$ cat src/design/csc_pkg.sv
`default_nettype none
package csc_pkg;
    // ************************************************************
    // Register map (byte addresses, one 32-bit word each)
    // ************************************************************
    localparam logic [7:0] CTRL_OFS = 8'h00;
    localparam logic [7:0] STAT_OFS = 8'h04;
    localparam logic [7:0] INFO_OFS = 8'h08;

    // ************************************************************
    // Control word layout
    // ************************************************************
    localparam int CTRL_W = 7;
    typedef struct packed {
        logic out_signed;
        logic in_signed;
        logic saturate;
        logic [2:0] round_mode;
        logic preset;
    } csc_ctrl_s;

    localparam logic [CTRL_W-1:0] CTRL_RST = 7'h10;

    typedef enum logic [2:0] {
        RND_NONE,
        RND_UP,
        RND_AWAY,
        RND_TOWARD,
        RND_EVEN
    } csc_round_e;

    localparam logic PRESET_RGB2YCC = 1'b0;
    localparam logic PRESET_YCC2RGB = 1'b1;

    // ************************************************************
    // Fixed-point coefficients, scaled by 2**COEF_FRAC
    // ************************************************************
    localparam int COEF_W = 16;
    localparam int COEF_FRAC = 10;
    localparam int COEF [0:1][0:2][0:2] = '{
        '{'{263, 516, 100}, '{-152, -298, 450}, '{450, -377, -73}},
        '{'{1192, 0, 1634}, '{1192, -401, -833}, '{1192, 2065, 0}}
    };
    localparam int OFFSET [0:1][0:2] = '{
        '{16384, 131072, 131072},
        '{-228262, 138871, -283443}
    };

    // ************************************************************
    // Pipeline depth in clock cycles
    // ************************************************************
    localparam int LAT_PAR = 4;
    localparam int SEQ_GATHER = 2;
    localparam int LAT_SEQ = LAT_PAR + SEQ_GATHER;
endpackage
`default_nettype wire

$ cat src/design/csc_top.sv
// The implementer's own choices: the APB slave port and the register addresses.
`default_nettype none
// How it works
// - Parameter SEQUENTIAL picks three-lane parallel or single-lane sequential datapath.
// - Output planes are exactly OUT_W bits wide.
// - Latency is fixed: four cycles parallel, six from first sample sequential.
// - Mode none truncates dropped fraction bits with no correction.
// - Round-up mode: exact half goes up; negative halves go away from zero.
// - Away mode: exact half moves away from zero.
// - Toward mode: exact half moves toward zero.
// - Convergent mode: exact half resolves to nearest even integer.
// - Saturation clamps to the largest or smallest output value by sign.
// - Parallel outputs all three planes together with output valid.
// - Sequential output gives planes on port zero over three consecutive cycles.
// - Preset zero computes RGB to YCbCr with its fixed matrix and offsets.
// - Preset one computes YCbCr to computer RGB with its matrix and offsets.
// - Clock enable used only when HAS_CE is set, else ignored.
// - Synchronous clear used only when HAS_SCLR is set, else ignored.
// - Input samples read as signed or unsigned per control bit.
// - Valid handshake honoured only when HAS_VALID is set.
module csc_top #(
    parameter int IN_W = 8,
    parameter int OUT_W = 8,
    parameter int TAG_W = 4,
    parameter bit SEQUENTIAL = 1'b0,
    parameter bit HAS_CE = 1'b1,
    parameter bit HAS_SCLR = 1'b1,
    parameter bit HAS_VALID = 1'b1
) (
    input wire logic pclk,
    input wire logic presetn,
    input wire logic psel,
    input wire logic penable,
    input wire logic pwrite,
    input wire logic [7:0] paddr,
    input wire logic [31:0] pwdata,
    output logic [31:0] prdata,
    output logic pready,
    output logic pslverr,
    input wire logic ce_in,
    input wire logic sync_clear,
    input wire logic inp_valid,
    input wire logic [IN_W-1:0] plane0_in,
    input wire logic [IN_W-1:0] plane1_in,
    input wire logic [IN_W-1:0] plane2_in,
    input wire logic [TAG_W-1:0] tag_in,
    output logic out_valid,
    output logic [OUT_W-1:0] plane0_out,
    output logic [OUT_W-1:0] plane1_out,
    output logic [OUT_W-1:0] plane2_out,
    output logic [TAG_W-1:0] tag_out
);
    localparam int CW = csc_pkg::COEF_W;
    localparam int F = csc_pkg::COEF_FRAC;
    localparam int XW = IN_W + 1;
    localparam int PW = XW + CW;
    localparam int AW = PW + 3;
    localparam int IW = AW - F;
    localparam int LANES = SEQUENTIAL ? 1 : 3;
    localparam logic [F-1:0] HALF = F'(1 << (F - 1));
    localparam logic signed [IW-1:0] S_HI = IW'((64'sd1 <<< (OUT_W - 1)) - 64'sd1);
    localparam logic signed [IW-1:0] S_LO = IW'(-(64'sd1 <<< (OUT_W - 1)));
    localparam logic signed [IW-1:0] U_HI = IW'((64'sd1 <<< OUT_W) - 64'sd1);

    typedef enum {
        SQ_FIRST,
        SQ_SECOND,
        SQ_THIRD
    } csc_gather_e;

    // ************************************************************
    // Option gating
    // ************************************************************
    logic ce;
    logic sclr;
    logic vin;
    assign ce = !HAS_CE || ce_in;
    assign sclr = HAS_SCLR && sync_clear;
    assign vin = !HAS_VALID || inp_valid;

    // ************************************************************
    // APB slave: zero wait states
    // ************************************************************
    csc_pkg::csc_ctrl_s ctrl_q;
    logic [31:0] out_cnt_q;
    logic [31:0] prdata_q;
    logic addr_ok;
    logic setup;
    logic access;

    assign addr_ok = paddr == csc_pkg::CTRL_OFS || paddr == csc_pkg::STAT_OFS || paddr == csc_pkg::INFO_OFS;
    assign setup = psel && !penable;
    assign access = psel && penable;
    assign pready = 1'b1;
    assign pslverr = access && !addr_ok;
    assign prdata = prdata_q;

    always_ff @(posedge pclk or negedge presetn) begin
        if (!presetn) begin
            ctrl_q <= csc_pkg::CTRL_RST;
        end else if (access && pwrite && paddr == csc_pkg::CTRL_OFS) begin
            ctrl_q <= pwdata[csc_pkg::CTRL_W-1:0];
        end
    end

    // Read data is fetched in the setup cycle so it is stable in the access cycle
    always_ff @(posedge pclk or negedge presetn) begin
        if (!presetn) begin
            prdata_q <= 32'h0000_0000;
        end else if (setup && !pwrite) begin
            unique case (paddr)
                csc_pkg::CTRL_OFS: prdata_q <= 32'(ctrl_q);
                csc_pkg::STAT_OFS: prdata_q <= out_cnt_q;
                csc_pkg::INFO_OFS: prdata_q <= {15'h0000, SEQUENTIAL, 8'(OUT_W),
                                                8'(SEQUENTIAL ? csc_pkg::LAT_SEQ : csc_pkg::LAT_PAR)};
                default: prdata_q <= 32'h0000_0000;
            endcase
        end
    end

    // ************************************************************
    // Helpers
    // ************************************************************
    function automatic logic signed [XW-1:0] ext_in(input logic [IN_W-1:0] d, input logic sgn);
        ext_in = {sgn & d[IN_W-1], d};
    endfunction

    function automatic logic signed [CW-1:0] coef_of(input logic p, input logic [1:0] r, input int c);
        coef_of = CW'(csc_pkg::COEF[p][r][c]);
    endfunction

    function automatic logic signed [AW-1:0] ofs_of(input logic p, input logic [1:0] r);
        ofs_of = AW'(csc_pkg::OFFSET[p][r]);
    endfunction

    function automatic logic signed [IW-1:0] round_it(input logic signed [AW-1:0] v, input logic [2:0] mode);
        logic signed [IW-1:0] fl;
        logic [F-1:0] fr;
        logic neg;
        logic bump;
        fl = v[AW-1:F];
        fr = v[F-1:0];
        neg = v[AW-1];
        bump = 1'b0;
        unique case (mode)
            csc_pkg::RND_NONE: bump = 1'b0;
            csc_pkg::RND_UP: bump = fr > HALF || (fr == HALF && !neg);
            csc_pkg::RND_AWAY: bump = fr > HALF || (fr == HALF && !neg);
            csc_pkg::RND_TOWARD: bump = fr > HALF || (fr == HALF && neg);
            csc_pkg::RND_EVEN: bump = fr > HALF || (fr == HALF && fl[0]);
            default: bump = 1'b0;
        endcase
        round_it = fl + IW'(bump);
    endfunction

    function automatic logic [OUT_W-1:0] fit(input logic signed [IW-1:0] r, input logic sat, input logic osg);
        logic signed [IW-1:0] hi;
        logic signed [IW-1:0] lo;
        hi = osg ? S_HI : U_HI;
        lo = osg ? S_LO : '0;
        if (sat && r > hi) begin
            fit = hi[OUT_W-1:0];
        end else if (sat && r < lo) begin
            fit = lo[OUT_W-1:0];
        end else begin
            fit = r[OUT_W-1:0];
        end
    endfunction

    // ************************************************************
    // Stage A: operand capture
    // ************************************************************
    logic signed [XW-1:0] x_q [3];
    logic [LANES-1:0] a_vld_q;
    logic [1:0] a_row_q [LANES];
    logic [TAG_W-1:0] a_tag_q;

    if (SEQUENTIAL) begin : g_seq
        csc_gather_e gat_q;
        logic signed [XW-1:0] hold_q [2];
        logic [TAG_W-1:0] hold_tag_q;
        logic [1:0] iss_q;

        // Next pixel may gather while the previous one still issues rows
        always_ff @(posedge pclk or negedge presetn) begin
            if (!presetn) begin
                gat_q <= SQ_FIRST;
                hold_q[0] <= '0;
                hold_q[1] <= '0;
                hold_tag_q <= '0;
                x_q[0] <= '0;
                x_q[1] <= '0;
                x_q[2] <= '0;
                a_tag_q <= '0;
            end else if (sclr) begin
                gat_q <= SQ_FIRST;
            end else if (ce) begin
                unique case (gat_q)
                    SQ_FIRST: begin
                        if (vin) begin
                            hold_q[0] <= ext_in(plane0_in, ctrl_q.in_signed);
                            hold_tag_q <= tag_in;
                            gat_q <= SQ_SECOND;
                        end
                    end
                    SQ_SECOND: begin
                        hold_q[1] <= ext_in(plane0_in, ctrl_q.in_signed);
                        gat_q <= SQ_THIRD;
                    end
                    SQ_THIRD: begin
                        x_q[0] <= hold_q[0];
                        x_q[1] <= hold_q[1];
                        x_q[2] <= ext_in(plane0_in, ctrl_q.in_signed);
                        a_tag_q <= hold_tag_q;
                        gat_q <= SQ_FIRST;
                    end
                endcase
            end
        end

        // One matrix row per cycle through a single lane
        always_ff @(posedge pclk or negedge presetn) begin
            if (!presetn) begin
                iss_q <= 2'h0;
                a_vld_q <= '0;
                a_row_q[0] <= 2'h0;
            end else if (sclr) begin
                iss_q <= 2'h0;
                a_vld_q <= '0;
            end else if (ce) begin
                if (gat_q == SQ_THIRD) begin
                    a_vld_q[0] <= 1'b1;
                    a_row_q[0] <= 2'h0;
                    iss_q <= 2'h1;
                end else begin
                    a_vld_q[0] <= iss_q != 2'h0;
                    a_row_q[0] <= iss_q;
                    iss_q <= iss_q == 2'h2 ? 2'h0 : (iss_q == 2'h0 ? 2'h0 : iss_q + 2'h1);
                end
            end
        end
    end else begin : g_par
        always_ff @(posedge pclk or negedge presetn) begin
            if (!presetn) begin
                a_vld_q <= '0;
                x_q[0] <= '0;
                x_q[1] <= '0;
                x_q[2] <= '0;
                a_tag_q <= '0;
                for (int l = 0; l < 3; l++) begin
                    a_row_q[l] <= 2'(l);
                end
            end else if (sclr) begin
                a_vld_q <= '0;
            end else if (ce) begin
                a_vld_q <= {3{vin}};
                x_q[0] <= ext_in(plane0_in, ctrl_q.in_signed);
                x_q[1] <= ext_in(plane1_in, ctrl_q.in_signed);
                x_q[2] <= ext_in(plane2_in, ctrl_q.in_signed);
                a_tag_q <= tag_in;
                for (int l = 0; l < 3; l++) begin
                    a_row_q[l] <= 2'(l);
                end
            end
        end
    end

    // ************************************************************
    // Stages B to D: multiply, sum and round, fit to width
    // ************************************************************
    logic signed [PW-1:0] prod_q [LANES][3];
    logic [1:0] b_row_q [LANES];
    logic signed [IW-1:0] rnd_q [LANES];
    logic [OUT_W-1:0] out_q [3];
    logic [2:0] vld_q;
    logic [TAG_W-1:0] tag_q [3];

    always_ff @(posedge pclk or negedge presetn) begin
        if (!presetn) begin
            for (int l = 0; l < LANES; l++) begin
                b_row_q[l] <= 2'h0;
                rnd_q[l] <= '0;
                for (int c = 0; c < 3; c++) begin
                    prod_q[l][c] <= '0;
                end
            end
        end else if (ce) begin
            for (int l = 0; l < LANES; l++) begin
                b_row_q[l] <= a_row_q[l];
                for (int c = 0; c < 3; c++) begin
                    prod_q[l][c] <= PW'(x_q[c]) * PW'(coef_of(ctrl_q.preset, a_row_q[l], c));
                end
                rnd_q[l] <= round_it(AW'(prod_q[l][0]) + AW'(prod_q[l][1]) + AW'(prod_q[l][2])
                                     + ofs_of(ctrl_q.preset, b_row_q[l]), ctrl_q.round_mode);
            end
        end
    end

    // Unused lanes of the sequential form keep their reset zero
    always_ff @(posedge pclk or negedge presetn) begin
        if (!presetn) begin
            for (int l = 0; l < 3; l++) begin
                out_q[l] <= '0;
            end
        end else if (ce) begin
            for (int l = 0; l < LANES; l++) begin
                out_q[l] <= fit(rnd_q[l], ctrl_q.saturate, ctrl_q.out_signed);
            end
        end
    end

    // Valid and tag ride alongside the data stages
    always_ff @(posedge pclk or negedge presetn) begin
        if (!presetn) begin
            vld_q <= 3'h0;
            for (int s = 0; s < 3; s++) begin
                tag_q[s] <= '0;
            end
        end else if (sclr) begin
            vld_q <= 3'h0;
        end else if (ce) begin
            vld_q <= {vld_q[1:0], a_vld_q[0]};
            tag_q[0] <= a_tag_q;
            tag_q[1] <= tag_q[0];
            tag_q[2] <= tag_q[1];
        end
    end

    always_ff @(posedge pclk or negedge presetn) begin
        if (!presetn) begin
            out_cnt_q <= 32'h0000_0000;
        end else if (ce && vld_q[2] && !sclr) begin
            out_cnt_q <= out_cnt_q + 32'h0000_0001;
        end
    end

    assign out_valid = vld_q[2];
    assign plane0_out = out_q[0];
    assign plane1_out = SEQUENTIAL ? '0 : out_q[1];
    assign plane2_out = SEQUENTIAL ? '0 : out_q[2];
    assign tag_out = tag_q[2];
endmodule // csc_top
`default_nettype wire

$ cat config.mk
export PLATFORM = sky130hd
export DESIGN_NAME = csc_top
export DESIGN_NICKNAME = d
export VERILOG_FILES = /design/src/design/csc_pkg.sv /design/src/design/csc_top.sv
export SDC_FILE = /design/constraint.sdc
export NUM_CORES = 2
export LEC_CHECK = 0
export BUFFER_PORTS_ARGS = -buffer_cell sky130_fd_sc_hd__buf_2
export CAP_MARGIN = 0
export CORE_ASPECT_RATIO = 0.75
export CORE_UTILIZATION = 40
export DETAILED_ROUTE_END_ITERATION = 16
export REMOVE_ABC_BUFFERS = 1
export SLEW_MARGIN = 0
export SYNTH_ARGS = -nofsm -noshare
export SYNTH_HDL_FRONTEND = slang
export SYNTH_SLANG_ARGS = --single-unit
$ cat constraint.sdc
create_clock -name pclk -period 7.37 [get_ports pclk]
set_input_delay 0.3685 -clock pclk [delete_from_list [all_inputs] [get_ports pclk]]
set_output_delay 0.3685 -clock pclk [all_outputs]
set_load 0.005 [all_outputs]
Yosys cells after proc, flatten, opt, wreduce, memory -nomap -nowiden
Cells that the tools add are included.
- add/sub/neg operators: 13
- multipliers: 9
- divide/modulo/power cells: 0
- $lt $le $gt $ge: 12
- equality and inequality tests: 9
- shift operators: 0
- muxes and demuxes: 31
- bitwise operators: 7
- reductions and logical operators: 45
- operator list (operator ; count):
    $mux 272 ; 2
    $mux 96 ; 3
    $mux 267 ; 1
    $mul 9x16->25 ; 9
    $bmux 32 s2 ; 2
    $mux 28 ; 4
    $pmux 32 s3 ; 1
    $add 27x28->28 ; 3
    $add 26x25->27 ; 3
    $add 25x25->26 ; 3
    $mux 8 ; 7
    $add 18x1->18 ; 3
    $gt 18x9->1 ; 3
    $lt 18x18->1 ; 3
    $add 32x1->32 const B ; 1
    $eq 10x10->1 const B ; 3
    $gt 10x10->1 const B ; 3
    $logic_and 1x1->1 ; 23
    $mux 18 ; 1
    $logic_or 1x1->1 ; 11
    $pmux 1 s3 ; 3
    $eq 8x3->1 const B ; 1
    $eq 8x4->1 const B ; 1
    $logic_not 8->1 ; 1
    16 further kinds ; 31
- register bits after elaboration: 422
- latch bits: 0
- RAM bits: 0
- memory bits (read-only): 0
- input bits: 76
- output and inout port bits: 63
- logic and storage cells: 158
- memories: 0

Logic depth before layout (Yosys ltp)
- depth after elaboration: 14
- depth in mapped cells: 28
- mapped depth without buffers: 26

Worst setup path after synthesis
Ideal clock, no wire load.
- path type: flip-flop to flip-flop
- from: reg ctrl_q[0] (netlist name)
- to: reg prod_q[119] (netlist name)
- library setup time: 0.125 ns
- arrival: 7.093 ns
- required time: 7.245 ns
- slack: 0.152 ns
- stages on the path, launching flop included: 23
- path buffers: 1
- clock period less this slack: 7.218 ns
- cells stage by stage: dfrtp_1 > clkinv_1 > clkbuf_1 > nand2_1 > inv_1 > fa_1 > inv_1 > fa_1 > inv_1 > fa_1 > fa_1 > fa_1 > ha_1 > a21oi_1 > o21bai_1 > a21oi_1 > o21bai_1 > a41o_1 > o41ai_1 > o21bai_1 > a21oi_1 > xnor2_1 > mux2_2
- cells in the longest elaborated chain, start to end: 5
- ends and longest elaborated chain (what ; RTL line ; source):
    from (decl) ; csc_top.sv:84 ; csc_pkg::csc_ctrl_s ctrl_q;
    from (signal assigned) ; csc_top.sv:100 ; ctrl_q <= csc_pkg::CTRL_RST;
    from (signal assigned) ; csc_top.sv:102 ; ctrl_q <= pwdata[csc_pkg::CTRL_W-1:0];
    $not 1->2 (implied by the code) ; csc_top.sv:129 ; coef_of = CW'(csc_pkg::COEF[p][r][c]);
    $mux 267 ; - ;
    $mux 272 (2 in series) ; - ;
    $mul 9x16->25 ; csc_top.sv:291 ; prod_q[l][c] <= PW'(x_q[c]) * PW'(coef_of(ctrl_q.preset, a_row_q[l], c));
    to (signal, indexed assignment) ; csc_top.sv:291 ;
    to (decl) ; csc_top.sv:271 ; logic signed [PW-1:0] prod_q [LANES][3];
No other way between the ends. The select of a mux whose other input is x is not followed.
A chain may end at the register's enable or synchronous reset.

Final worst setup path
- from: reg ctrl_q[0] (netlist name)
- to: reg rnd_q[35] (netlist name)
- cells in the longest elaborated chain, start to end: 14
- elaborated cells between the ends (all ways): 20
- classes of those cells: 2 x add/sub; 1 x order compare; 1 x eq/ne; 8 x mux; 1 x bitwise; 7 x reduce/logical
- ends and longest elaborated chain (what ; RTL line ; source):
    $not 1->2 (implied by the code) (*) ; csc_top.sv:133 ; ofs_of = AW'(csc_pkg::OFFSET[p][r]);
    $mux 96 (implied by the code) (*) (3 in series) ; csc_top.sv:133 ;
    $bmux 32 s2 (*) ; csc_top.sv:133 ;
    $mux 28 (implied by the code) (*) (2 in series) ; csc_top.sv:133 ;
    $add 27x28->28 (*) ; csc_top.sv:294 ; + ofs_of(ctrl_q.preset, b_row_q[l]), ctrl_q.round_mode);
    branches (longest 5 deep; another with $gt 10x10->1) ; - ;
    $add 18x1->18 (*) ; csc_top.sv:153 ; round_it = fl + IW'(bump);
    to (signal, indexed assignment) ; csc_top.sv:293 ; rnd_q[l] <= round_it(AW'(prod_q[l][0]) + AW'(prod_q[l][1]) + AW'(prod_q[l][2])
    to (decl) ; csc_top.sv:273 ; logic signed [IW-1:0] rnd_q [LANES];
Every way passes the cells marked *. The select of a mux whose other input is x is not followed.

==> out/results.ini <==
[floorplan]
die_height_um = 299
die_x_um = 397
ios = 139
dieArea_um2 = 119000
coreArea_um2 = 116000
start_util_pct = 40.5
rows = 108

[critical_path]
end_kind = flop
cpPeakStageDelay_ns = 0.62
path_class = reg -> reg
slowest_stage = dfrtp_4
cp_data_arrival_time_ns = 7.43
cp_data_required_time_ns = 7.87
path_cells = inv_2 > nand2_1 > inv_1 > fa_1 > ha_1 > o21ai_0 > a21oi_1 > a21oi_1 > a21bo_2 > a21o_1 > a31o_1 > o41ai_2 > o221a_2 > mux2i_1 > a21oi_1 > nor3_1 > ha_1 > inv_1 > nor3b_2 > nand3_2 > nor4_2 > and3_1 > and3_1 > o31ai_1
path_buf_inv = 3
cp_top_family = compound AO/OA/AOI/OAI gates
cp_max_fo = 24
crit_top_cell = a21oi_1
start_kind = flop

[global_route]
overflow = 0
grt_pass1_vias = 33300
grt_pass1_wl_um = 188000
grt_max_degree = 193
antenna_found_initial = 1
grt_usage_pct = 20.3

[status]
outcome = complete, no violations

[cells_and_area]
final_util_pct = 44.6
final_cell_mix = inv_1 (978), ha_1 (685), fa_1 (534)
post-route-cell-area_um2 = 51700
drive_above_1_share_pct = 8.21
syn2layout_area_growth_pct = 10.2
layout_commonest_cell = inv_1
nNetsFinal = 6314

[yosys]
ys_types = 100
synth_warnings = 0
synthCells = 4831
synth_flop_cell = dfrtp_1
async_flop_share_pct = 100
ys_seq_area_share_pct = 22.0
synth.cell_area_um2 = 46900
avgSynthCellArea_um2 = 9.71
ys_ff_latch = 413
synth_edf_count = 0

[timing]
finalSetupViolCount = 0
rsz0062_at_grt = false
max-slew-margin-rel_pct = 26.7
clock.fmax_mhz = 144
tightest_slew_ns = 1.09
hold_viol = 0
fin_skew_ns = 0.0578
drv_slew = 0
fin_crit_sh_pct = 94.1
period_minus_slack_ns = 6.93

[drt]
routedWlPerCell_um = 17.8
wirelength_um = 118000
drtIter0Drc = 2222
antenna_left = 0
drc = 0
via_per_inst = 5.04
drt_first_pass_iters = 6
vias = 33200

[clocking]
cts_tree = done
cts-root-buf = clkbuf_16
clkSinkCount = 413
clockBufferDepth = 3
cts_inserted_buffers = 50
clkTransAtPathRegs_ns = 0.07
h-tree-depth = 2
clk_latency_ns = 0.65

[place]
port_buffers = 112
dp_hpwl_um = 96800
placed_cell_area_um2 = 49700
place_congestion = 0.971

[min_path]
min_path_type = in -> reg

[flow_run]
drv_cap = 0

timing repair:
action,4_1_cts,5_1_grt
endpoints found under the hold margin,123,0
endpoints found under the setup margin,0,4
gates resized for setup,0,2
setup buffers,0,0
hold buffers,30,0
synth_stat cells, drive strengths merged, types with 15 or more instances:
master   instances  share of area [%]
nor2           221                1.8
nand2          296                2.4
inv            981                7.8
a22o            26               0.49
nand2b          19               0.25
nand3           72               0.79
fa             534                 23
o2111ai         15               0.28
ha             685                 18
xnor2          168                3.2
nand4           23               0.31
or2             22               0.29
nor3            59               0.64
and2            18               0.24
a21oi          252                2.7
o21bai          35               0.57
nor2b           39               0.52
a31oi           20               0.28
o21ai          232                2.5
o21a            25               0.40
mux2i           38               0.81
dfrtp          412                 22
o31ai           16               0.27
a21o            85                1.4
clkbuf          98               0.78
a211oi          31               0.56
o211ai          15               0.24
and3            36               0.48
mux2            89                2.1
xor2            85                1.6
per-stage QoR:
stage,setup TNS (ns),std cells,setup WS (ns),hold WS (ns)
after floorplan,-24.76,4757,-1.28,0.0729
after global placement,0,6477,0.365,0.447
after detailed placement,0,6477,0.277,0.460
after CTS,0,6596,0.228,0.00474
after global routing,0,6596,0.0362,0.0149
final,0,6598,0.435,0.0234
layout make-up:
type	instances	area, µm²
fill	11300	64300
multi-input combinational	3360	32600
sequential	413	10300
inverter	984	3690
tap	1540	1930
timing repair buffer	210	1430
clock buffer	65	1370
clock inverter	24	314
antenna	2	5.00
worst min-delay path: stages:
cell,delay (ns)
buf_2,0.10
nand2_1,0.05
o21ai_0,0.06
flip-flops by register name (all words and copies together) (netlist names):
signal      count
a_tag_q         4
a_vld_q         1
b_row_q         1
ctrl_q          7
out_cnt_q      32
plane0_out      8
plane1_out      8
plane2_out      8
prdata         32
prod_q        216
rnd_q          54
tag_out         4
tag_q           8
vld_q           3
x_q            27
cell families (layout without fill, tap and decap cells):
group | count (synthesis) | after routing | share of synthesized area (%)
other | 2 | 39 | 0.0160
flip-flops | 413 | 413 | 22.0
AO/OA/AOI/OAI | 854 | 854 | 11.6
buffers and inverters | 1093 | 1283 | 8.80
multiplexers | 127 | 127 | 2.95
XOR/XNOR | 253 | 253 | 4.75
AND/OR/NAND/NOR | 870 | 870 | 8.79
adder cells (fa/ha/maj) | 1219 | 1219 | 41.0
final timing paths:
kind / startpoint / end / depth (start not counted) / slack [ns]
max: ctrl_q[0]$_DFFE_PN0P_ / rnd_q[35]$_DFFE_PN0P_ / 24 / 0.44
min: plane2_in[5] / x_q[5]$_DFFE_PN0P_ / 3 / 0.02
max reg2reg: ctrl_q[0]$_DFFE_PN0P_ / rnd_q[35]$_DFFE_PN0P_ / 24 / 0.44
min reg2reg: out_cnt_q[31]$_DFFE_PN0P_ / out_cnt_q[31]$_DFFE_PN0P_ / 1 / 0.47
max in group asynchronous: presetn / prdata[7]$_DFFE_PN0P_ / 3 / 5.60
min in group asynchronous: presetn / plane0_out[4]$_DFFE_PN0P_ / 2 / 0.33
per-layer routing:
| metal | track usage (%) | share of wire [%] |
|---|---|---|
| met1 | 31.5 | 51 |
| met2 | 28.0 | 40 |
| met3 | 4.72 | 7.1 |
| met4 | 4.87 | 2.5 |
| met5 | 0 | 0 |
Power is left out: the tool's default activity adds up to more than one toggle a clock period on the data nets, which glitch-free logic cannot reach.
